<file path="src/logic/spco_pkg.sv">
package spco_pkg;
  // register map
  localparam logic [3:0] EXT_CTRL_ADDR = 4'hD;
  localparam int EXT_FREQ_SELECT_FIELD_HI = 3;
  localparam int EXT_FREQ_SELECT_FIELD_LO = 2;
  localparam int EXT_ZERO_BIT = 5;
  localparam logic [7:0] EXT_CTRL_RESET = 8'h0C;
  localparam logic [7:0] REG_RESET = 8'h00;
  // halt bit lives in control register F
  localparam logic [3:0] CTRL_ADDR = 4'hF;
  localparam int CTRL_HALT_BIT = 1;
  // mode codes
  localparam logic [3:0] MODE_WRITE = 4'h1;
  localparam logic [3:0] MODE_READ = 4'h9;
  // frequency selections
  localparam logic [1:0] FREQ_SELECT_FIELD_32K = 2'h0;
  localparam logic [1:0] FREQ_SELECT_FIELD_1K = 2'h1;
  localparam logic [1:0] FREQ_SELECT_FIELD_1HZ = 2'h2;
  localparam logic [1:0] FREQ_SELECT_FIELD_GATED = 2'h3;
  // 16-bit prescaler taps: 65536 Hz toggles give 32768 Hz from a 65536 Hz tick
  localparam real CLK_HZ = 200.0e6;
  localparam real BASE_HZ = 65536.0;
  localparam int TICK_CYCLES = int'(CLK_HZ / BASE_HZ);
  localparam int PRE_W = 16;
  localparam int TAP_32K = 0;
  localparam int TAP_1K = 5;
  localparam int TAP_1HZ = 15;
  localparam int BIT_LAST = 7;
  typedef enum logic [1:0] {SPCO_IDLE, SPCO_HEAD, SPCO_DATA, SPCO_SKIP} spco_state_t;
endpackage : spco_pkg

</file>
<file path="src/logic/spco_sync.sv">
`timescale 1ns/1ps
// two-flop synchroniser; the first stage is read only by the second
module spco_sync (
  // clock
  input wire logic clk,
  input wire logic rst,
  input wire logic ce,
  // data
  input wire logic d,
  output logic q
);
  logic [1:0] s_reg;
  always_ff @(posedge clk or posedge rst) begin
    if (rst) begin
      s_reg <= 2'h0;
    end else if (ce) begin
      s_reg <= {s_reg[0], d};
    end
  end
  assign q = s_reg[1];
endmodule : spco_sync

</file>
<file path="src/logic/spco_top.sv">
`timescale 1ns/1ps
// Function
// - select 00/01/10 gives 32768 Hz, 1024 Hz, 1 Hz push-pull regardless of the enable pin.
// - select 11 gives 32768 Hz with the enable pin high and high impedance with it low.
// - only select 11 with the enable pin low turns the clock output off.
// - reset sets both select bits to one.
// - while the halt bit is one, 1 Hz output is held low but the fast rates still run.
// - address, mode and data travel most significant bit first.
// - the address advances after every byte and wraps from F to 0.
// - a byte cut short by chip enable falling is not written.
// - mode 1h writes and mode 9h reads.
// - any other mode ignores the rest of the transfer with data released.
module spco_top (
  // clock and reset
  input wire logic CLOCK,
  input wire logic RST,
  input wire logic CLK_EN,
  // serial port
  input wire logic CHIP_ENABLE,
  input wire logic SERIAL_CLK,
  input wire logic SERIAL_DATA_IO_IN,
  output logic SERIAL_DATA_IO_OUT,
  output logic SERIAL_DATA_IO_OE_N,
  // clock output
  input wire logic CLOCK_OUT_ENABLE_PIN,
  output logic CLOCK_OUT_PIN,
  output logic CLOCK_OUT_PIN_OE_N
);
  logic ce_s;
  logic sck_s;
  logic din_s;
  logic foe_s;

  // ----------------------------------------
  // pin synchronisers
  // ----------------------------------------
  // CHIP_ENABLE, SERIAL_CLK, SERIAL_DATA_IO_IN and CLOCK_OUT_ENABLE_PIN pass two flops before they are read; CLK_EN and RST do not
  spco_sync u_sync_ce (
    .clk(CLOCK),
    .rst(RST),
    .ce(CLK_EN),
    .d(CHIP_ENABLE),
    .q(ce_s)
  );

  spco_sync u_sync_sck (
    .clk(CLOCK),
    .rst(RST),
    .ce(CLK_EN),
    .d(SERIAL_CLK),
    .q(sck_s)
  );

  spco_sync u_sync_din (
    .clk(CLOCK),
    .rst(RST),
    .ce(CLK_EN),
    .d(SERIAL_DATA_IO_IN),
    .q(din_s)
  );

  spco_sync u_sync_foe (
    .clk(CLOCK),
    .rst(RST),
    .ce(CLK_EN),
    .d(CLOCK_OUT_ENABLE_PIN),
    .q(foe_s)
  );

  // ----------------------------------------
  // state
  // ----------------------------------------
  typedef struct packed {
    spco_pkg::spco_state_t st;
    logic sck_d;
    logic [2:0] bitn;
    logic [7:0] shift;
    logic [3:0] addr;
    logic rd;
    logic [15:0][7:0] regs;
    logic [15:0] tick_cnt;
    logic [spco_pkg::PRE_W-1:0] pre;
    logic dout;
    logic doe_n;
    logic clock_out_pin;
    logic clock_out_pin_oe_n;
  } spco_regs_t;

  spco_regs_t s_reg;
  spco_regs_t s_next;

  logic [1:0] freq_select_field;
  logic halted;
  assign freq_select_field = {s_reg.regs[spco_pkg::EXT_CTRL_ADDR][spco_pkg::EXT_FREQ_SELECT_FIELD_HI],
                 s_reg.regs[spco_pkg::EXT_CTRL_ADDR][spco_pkg::EXT_FREQ_SELECT_FIELD_LO]};
  assign halted = s_reg.regs[spco_pkg::CTRL_ADDR][spco_pkg::CTRL_HALT_BIT];

  always_comb begin
    logic sck_rise;
    logic sck_fall;
    logic [7:0] sh;
    sck_rise = sck_s & ~s_reg.sck_d;
    sck_fall = ~sck_s & s_reg.sck_d;
    sh = {s_reg.shift[6:0], din_s};
    s_next = s_reg;
    s_next.sck_d = sck_s;

    // ----------------------------------------
    // frequency prescaler
    // ----------------------------------------
    if (s_reg.tick_cnt == 16'(spco_pkg::TICK_CYCLES - 1)) begin
      s_next.tick_cnt = 16'h0000;
      s_next.pre = s_reg.pre + 16'h0001;
    end else begin
      s_next.tick_cnt = s_reg.tick_cnt + 16'h0001;
    end

    // ----------------------------------------
    // clock output select
    // ----------------------------------------
    s_next.clock_out_pin_oe_n = 1'b0;
    unique case (freq_select_field)
      spco_pkg::FREQ_SELECT_FIELD_32K: s_next.clock_out_pin = s_reg.pre[spco_pkg::TAP_32K];
      spco_pkg::FREQ_SELECT_FIELD_1K: s_next.clock_out_pin = s_reg.pre[spco_pkg::TAP_1K];
      spco_pkg::FREQ_SELECT_FIELD_1HZ: s_next.clock_out_pin = halted ? 1'b0 : s_reg.pre[spco_pkg::TAP_1HZ];
      spco_pkg::FREQ_SELECT_FIELD_GATED: begin
        s_next.clock_out_pin = s_reg.pre[spco_pkg::TAP_32K];
        s_next.clock_out_pin_oe_n = ~foe_s;
      end
    endcase

    // ----------------------------------------
    // serial port
    // ----------------------------------------
    if (!ce_s) begin
      // a partial byte is dropped here, never written
      s_next.st = spco_pkg::SPCO_IDLE;
      s_next.doe_n = 1'b1;
      s_next.bitn = 3'h0;
    end else begin
      unique case (s_reg.st)
        spco_pkg::SPCO_IDLE: begin
          s_next.st = spco_pkg::SPCO_HEAD;
          s_next.bitn = 3'h0;
        end
        spco_pkg::SPCO_HEAD: if (sck_rise) begin
          s_next.shift = sh;
          s_next.bitn = s_reg.bitn + 3'h1;
          if (s_reg.bitn == 3'(spco_pkg::BIT_LAST)) begin
            s_next.addr = sh[7:4];
            if (sh[3:0] == spco_pkg::MODE_WRITE) begin
              s_next.st = spco_pkg::SPCO_DATA;
              s_next.rd = 1'b0;
            end else if (sh[3:0] == spco_pkg::MODE_READ) begin
              s_next.st = spco_pkg::SPCO_DATA;
              s_next.rd = 1'b1;
              s_next.shift = s_reg.regs[sh[7:4]];
            end else begin
              s_next.st = spco_pkg::SPCO_SKIP;
            end
          end
        end
        spco_pkg::SPCO_DATA: begin
          if (s_reg.rd) begin
            // drive on falling edge so the host samples on rising
            if (sck_fall) begin
              s_next.dout = s_reg.shift[7];
              s_next.doe_n = 1'b0;
            end
            if (sck_rise) begin
              s_next.shift = {s_reg.shift[6:0], 1'b0};
              s_next.bitn = s_reg.bitn + 3'h1;
              if (s_reg.bitn == 3'(spco_pkg::BIT_LAST)) begin
                s_next.addr = s_reg.addr + 4'h1;
                s_next.shift = s_reg.regs[s_reg.addr + 4'h1];
              end
            end
          end else if (sck_rise) begin
            s_next.shift = sh;
            s_next.bitn = s_reg.bitn + 3'h1;
            if (s_reg.bitn == 3'(spco_pkg::BIT_LAST)) begin
              if (s_reg.addr == spco_pkg::EXT_CTRL_ADDR) begin
                s_next.regs[s_reg.addr] = sh & ~(8'h01 << spco_pkg::EXT_ZERO_BIT);
              end else begin
                s_next.regs[s_reg.addr] = sh;
              end
              s_next.addr = s_reg.addr + 4'h1;
            end
          end
        end
        spco_pkg::SPCO_SKIP: s_next.doe_n = 1'b1;
      endcase
    end
  end

  // ----------------------------------------
  // state register
  // ----------------------------------------
  // low clock enable freezes every field, prescaler included
  always_ff @(posedge CLOCK or posedge RST) begin
    if (RST) begin
      s_reg <= '0;
      s_reg.st <= spco_pkg::SPCO_IDLE;
      s_reg.doe_n <= 1'b1;
      s_reg.regs[spco_pkg::EXT_CTRL_ADDR] <= spco_pkg::EXT_CTRL_RESET;
    end else if (CLK_EN) begin
      s_reg <= s_next;
    end
  end

  // ----------------------------------------
  // outputs
  // ----------------------------------------
  assign SERIAL_DATA_IO_OUT = s_reg.dout;
  assign SERIAL_DATA_IO_OE_N = s_reg.doe_n;
  assign CLOCK_OUT_PIN = s_reg.clock_out_pin;
  assign CLOCK_OUT_PIN_OE_N = s_reg.clock_out_pin_oe_n;
endmodule : spco_top

</file>
<file path="config.mk">
export PLATFORM = sky130hd
export DESIGN_NAME = spco_top
export DESIGN_NICKNAME = d
export VERILOG_FILES = /design/src/logic/spco_pkg.sv /design/src/logic/spco_sync.sv /design/src/logic/spco_top.sv
export SDC_FILE = /design/constraint.sdc
export NUM_CORES = 1
export LEC_CHECK = 0
export BUFFER_PORTS_ARGS = -buffer_cell sky130_fd_sc_hd__buf_2
export CORE_MARGIN = 3
export CORE_UTILIZATION = 50
export CTS_BUF_LIST = sky130_fd_sc_hd__clkbuf_16
export DETAILED_ROUTE_END_ITERATION = 8
export PLACE_DENSITY = 0.73
export SETUP_SLACK_MARGIN = 0.05
export SYNTH_ARGS = -nofsm -noshare
export SYNTH_HDL_FRONTEND = slang
export SYNTH_SLANG_ARGS = --single-unit
</file>
<file path="constraint.sdc">
create_clock -name CLOCK -period 8.53 [get_ports CLOCK]
set_input_delay 0.853 -clock CLOCK [delete_from_list [all_inputs] [get_ports CLOCK]]
set_output_delay 0.853 -clock CLOCK [all_outputs]
set_load 0.005 [all_outputs]
</file>
=== Word-level counts from Yosys, hierarchy flattened ===
Cells that the tools add are included.

* Bits of input ports: 7
* Register bits: 191

* Magnitude comparators: 4
* Reduce and logical (&&, ||, !) cells: 15
* Equal/unequal tests: 23
* Bitwise operators: 6
* Multiplexer cells: 37
* $add $sub $neg: 4

{| class="wikitable"
|+ Operators by type and width
! kind !! number
|-
| $bwmux W128 || 2
|-
| $mux W128 || 1
|-
| $bmux W8 S4 || 2
|-
| $mux W15 || 3
|-
| $mux W8 || 5
|-
| $add A16 B1 Y16 const B || 2
|-
| $demux W8 S4 || 1
|-
| $mux W16 || 2
|-
| $pmux W12 S2 || 1
|-
| $ne A3 B3 Y1 const B || 7
|-
| $eq A16 B12 Y1 const B || 1
|-
| $lt A4 B5 Y1 const B || 3
|-
| $mux W13 || 1
|-
| $mux W12 || 1
|-
| $reduce_and A4 Y1 || 3
|-
| $reduce_and A6 Y1 || 2
|-
| $reduce_and A5 Y1 || 2
|-
| $pmux W3 S3 || 1
|-
| $eq A2 B2 Y1 const B || 4
|-
| $eq A4 B4 Y1 const B || 2
|-
| $mux W1 || 8
|-
| $mux W2 || 4
|-
| $ne A2 B2 Y1 const B || 4
|-
| $reduce_and A7 Y1 || 1
|-
| other kinds (19) || 26
|}

=== Logic depth before layout (Yosys ltp) ===
* Depth after elaboration: 8
* Depth in mapped cells: 13

=== Modules after synthesis ===
A second synthesis with hierarchy kept.

* Cell total of the unflattened synthesis: 817
* Area, all modules: 10317.4 um^2

{| class="wikitable"
|+ By module, submodules not included
! module !! area an instance (um^2) !! cells each !! times used
|-
| spco_top || 10012.1 || 797 || 1
|-
| spco_sync || 76.3 || 5 || 4
|}

=== Worst setup path before layout ===
Ideal clock, no wire load.

* Kind: reg2reg
* Start point: reg s_reg[165] in the netlist's numbering
* End point: reg s_reg[173] in the netlist's numbering
* Path slack: 5498 ps
* Data arrival time: 2892 ps
* Stages on the path, launching flop included: 13
* Period minus slack after synthesis: 3032 ps
* Path buffers: 5
* Cells stage by stage: dfrtp_1 -> buf_2 -> buf_2 -> buf_4 -> inv_1 -> ha_1 -> buf_2 -> clkbuf_1 -> mux4_2 -> mux2i_1 -> nor3_1 -> a2111oi_0 -> o22ai_1

* Word-level cells in the longest chain between the ends: 7

{| class="wikitable"
|+ RTL lines
! element !! RTL line !! source
|-
| start, declared || spco_top.sv:89 || <nowiki>spco_regs_t s_reg;</nowiki>
|-
| start signal, assigned || spco_top.sv:207 || <nowiki>s_reg <= s_next;</nowiki>
|-
| $add A4 B1 Y4 || spco_top.sv:175 || <nowiki>s_next.shift = s_reg.regs[s_reg.addr + 4'h1];</nowiki>
|-
| $bmux W8 S4 || spco_top.sv:175 ||
|-
| $mux W8 (not written as such) || spco_top.sv:175 ||
|-
| $mux W12 || spco_top.sv:173 || <nowiki>if (s_reg.bitn == 3'(spco_pkg::BIT_LAST)) begin</nowiki>
|-
| $mux W15 || spco_top.sv:170 || <nowiki>if (sck_rise) begin</nowiki>
|-
| $mux W15 || spco_top.sv:164 || <nowiki>if (s_reg.rd) begin</nowiki>
|-
| $pmux W12 S2 || spco_top.sv:141 || <nowiki>unique case (s_reg.st)</nowiki>
|}

No other way between the ends. The select of a mux whose other input is x is not followed.
A chain may end at the register's enable or synchronous reset.

=== Worst setup path after layout ===
* Start point: reg s_reg[165] in the netlist's numbering
* End point: reg s_reg[174] in the netlist's numbering

The elaborated chain is that of the path after synthesis.

==> results.py <==
metrics = {
    "sta": {
        "period_minus_slack_ns": 3.56,
        "fmax_ghz": 0.281,
        "max_slew.worst_pin.slew_ns": 1.26,
        "worst_hold_slack_ns": 0.461,
        "report.final.hold_viol_count": 0,
        "timing.clock.skew_ns": 0.0133,
        "slew-limit-headroom_pct": 16.2,
        "min_period_over_period_pct": 41.7,
        "final.setup.tns_ns": 0,
        "setup_viol_count_final": 0,
        "maxSlewViolCount": 0,
        "rsz0062_at_grt": "false",
    },
    "clock_tree": {
        "cts.root.buffer_cell": "sky130_fd_sc_hd__clkbuf_16",
        "cts_buffers": 17,
        "clkSlewWorstSetupHoldPaths_ns": 0.08,
        "tritoncts": "yes",
        "clock_latency_on_the_worst_skew_pair_ns": 0.44,
        "cts_hold_buffers": 0,
        "post-cts-setup-buffer-count": 0,
        "htreeDepth": 4,
        "post_cts.resized_instances": 0,
        "number_of_sinks_on_the_clock_net": 191,
        "clock_tree.buffer_depth": 2,
    },
    "floorplan": {
        "dieWidth_um": 148,
        "start_util_pct": 51.4,
        "floorplan.rows": 51,
        "die_area_um2": 21900,
        "core_region_area_um2": 19700,
        "fp.dieH_um": 148,
        "pin_count": 11,
    },
    "synth": {
        "synthFlopType": "sky130_fd_sc_hd__dfrtp_1",
        "syn-num-nets": 794,
        "synthArstFlopShare_pct": 100,
        "synthesis.area_per_instance_um2": 13.1,
        "netlist_instances": 772,
        "ys_seq_elements": 191,
        "synth-edff-count": 0,
        "share_of_synthesized_area_occupied_by_flip_flops_and_latches_pct": 47.4,
        "netlist_top_cells_count": "sky130_fd_sc_hd__dfrtp_1, sky130_fd_sc_hd__mux2_2, sky130_fd_sc_hd__mux4_2",
        "synth.largest_area_cell": "sky130_fd_sc_hd__dfrtp_1",
        "synthesis.area_um2": 10100,
        "synth_area_leaders": "sky130_fd_sc_hd__dfrtp_1, sky130_fd_sc_hd__mux2_2, sky130_fd_sc_hd__mux4_2",
        "post-synth-top-count-cell": "sky130_fd_sc_hd__dfrtp_1",
        "yosys.cell_types.count": 53,
        "synth-warning-count": 0,
        "synth_top_cell_area_share_pct": 46.6,
    },
    "drt": {
        "highest_layer_used_for_signal_routing": "met4",
        "finalWirelength_mm": 23.9,
        "drt_first_pass_iters": 7,
        "detail_route.vias_per_cell": 6.42,
        "route.met2.wl_mm": 11.7,
        "drtAntennaViolNets": 0,
        "detailroute.wirelength.met3_mm": 1.95,
        "drt_first_iter_violations": 871,
        "routedLengthMet1_mm": 9.28,
        "drc": 0,
        "wire_per_inst_um": 23.0,
        "via_count": 6664,
    },
    "global_route": {
        "overflow": 0,
        "maximum_number_of_pins_on_one_net_before_global_route_repair": 121,
        "global_route_wire_length_before_repair_mm": 38.6,
        "grtUsageTotal_pct": 22.8,
        "grt_pass1_vias": 6891,
        "antenna_found_initial": 0,
    },
    "final_layout": {
        "relative_area_change_from_synthesis_to_final_layout_pct": 8.44,
        "fillers": 1618,
        "layout-drive-gt1-share_pct": 36.7,
        "num_antenna_cells": 0,
        "multi_input_area_um2": 5060,
        "nets": 782,
        "final-seq-area_um2": 4790,
    },
    "power": {
        "ir_drop_v": 0.000119,
        "leakage_power_nw": 4.88,
        "power.density_cell_area_nw_per_um2": 180,
        "p_total_mw": 1.97,
    },
    "critical_path": {
        "cp_data_required_time_ns": 8.82,
        "timing.setup.critical_path_class": "reg2reg",
        "critical_path.startpoint_type": "flip-flop",
        "timing.critical_path.fanout_max": 34,
        "worstPathArrival_ns": 3.85,
        "endpoint_kind": "flip-flop",
    },
    "place": {
        "place_hpwl_mm": 15.5,
        "globalplace.congestion": 0.884,
        "port_buffers": 10,
    },
    "hold_path": {
        "hold_class": "reg2reg",
    },
    "status": {
        "run_status": "finished clean",
    },
    "flow_run": {
        "maxCapViolCount": 0,
    },
}
==> cell usage in the layout, fill, tap and decap left out, types with 8 or more instances in the layout <==
cell and n:
sky130_fd_sc_hd__dfrtp_1 185, sky130_fd_sc_hd__mux2_2 143, sky130_fd_sc_hd__mux4_2 65, sky130_fd_sc_hd__nand2_1 57, sky130_fd_sc_hd__nor2_1 35, sky130_fd_sc_hd__a21oi_1 18, sky130_fd_sc_hd__o21ai_0 17, sky130_fd_sc_hd__xor2_1 17
sky130_fd_sc_hd__clkbuf_16 17, sky130_fd_sc_hd__nand3_1 16, sky130_fd_sc_hd__mux2i_1 16, sky130_fd_sc_hd__xnor2_1 15, sky130_fd_sc_hd__ha_1 15, sky130_fd_sc_hd__inv_1 12, sky130_fd_sc_hd__nor3_1 12, sky130_fd_sc_hd__nor2_2 11
sky130_fd_sc_hd__buf_2 10, sky130_fd_sc_hd__and3_1 9, sky130_fd_sc_hd__buf_4 8
==> final cells by class <==
type | count | share of cell area [%]
clock buffer | 17 | 3.89
inverter | 13 | 0.514
clock inverter | 15 | 1.61
multi-input combinational | 519 | 46.2
sequential | 191 | 43.7
timing repair buffer | 18 | 1.01
tap | 265 | 3.03
==> per-stage QoR <==
| step | worst slack (ns) | instances | utilization, % | instance area [µm²] |
|---|---|---|---|---|
| global placement | 5.28 | 1006 | 52.6 | 10300 |
| global route | 4.76 | 1038 | 55.7 | 10900 |
| floorplan | 2.48 | 772 | - | 10100 |
| finish | 4.97 | 1038 | 55.7 | 10900 |
| CTS | 5.08 | 1038 | 55.7 | 10900 |
| detailed placement | 5.22 | 1006 | 52.6 | 10300 |
==> routing by layer <==
| layer | global-route usage (%) | vias up |
|---|---|---|
| met3 | 5.09 | 72 |
| met2 | 36.6 | 345 |
| met1 | 29.9 | 3421 |
| met5 | 0 | - |
| li1 | - | 2826 |
| met4 | 10.7 | 0 |
==> final timing paths <==
path / startpoint / endpoint / slack (ns) / depth (start not counted)
max: s_reg[165]$_DFFE_PP0P_ / s_reg[174]$_DFFE_PP0P_ / 4.97 / 7
min: u_sync_foe.s_reg[1]$_DFFE_PP0P_ / CLOCK_OUT_PIN_OE_N$_DFFE_PP0P_ / 0.46 / 1
max reg2reg: s_reg[165]$_DFFE_PP0P_ / s_reg[174]$_DFFE_PP0P_ / 4.97 / 7
min reg2reg: u_sync_foe.s_reg[1]$_DFFE_PP0P_ / CLOCK_OUT_PIN_OE_N$_DFFE_PP0P_ / 0.46 / 1
max in group asynchronous: RST / s_reg[165]$_DFFE_PP0P_ / 6.36 / 3
min in group asynchronous: RST / s_reg[11]$_DFFE_PP0P_ / 0.57 / 2
==> critical path, cell delays in order (launching register included) <==
cell and delay [ns]:
sky130_fd_sc_hd__dfrtp_2 0.36, sky130_fd_sc_hd__buf_4 0.55, sky130_fd_sc_hd__ha_1 0.41, sky130_fd_sc_hd__xor2_2 0.88, sky130_fd_sc_hd__mux2i_1 0.35, sky130_fd_sc_hd__nor3_1 0.12, sky130_fd_sc_hd__a2111oi_0 0.56, sky130_fd_sc_hd__o22ai_1 0.16
==> power by group <==
group	leakage [nW]	internal, mW	total (mW)	switching [mW]
Clock	0.294	0.443	0.824	0.381
Combinational	1.99	0.0588	0.147	0.0880
Sequential	2.60	0.937	0.999	0.0623
Total	4.88	1.44	1.97	0.531
==> cell families (layout without fill, tap and decap cells) <==
| kind of cell | count (synthesis) | after routing | share of synthesized area, % |
|---|---|---|---|
| AND/OR/NAND/NOR | 174 | 174 | 8.68 |
| AO/OA/AOI/OAI | 73 | 73 | 4.61 |
| XOR/XNOR | 33 | 33 | 2.86 |
| multiplexers | 224 | 224 | 32.0 |
| adder cells (fa/ha/maj) | 15 | 15 | 1.86 |
| flip-flops | 191 | 191 | 47.4 |
| buffers and inverters | 62 | 63 | 2.57 |
Power figures use the tool's default switching activity.
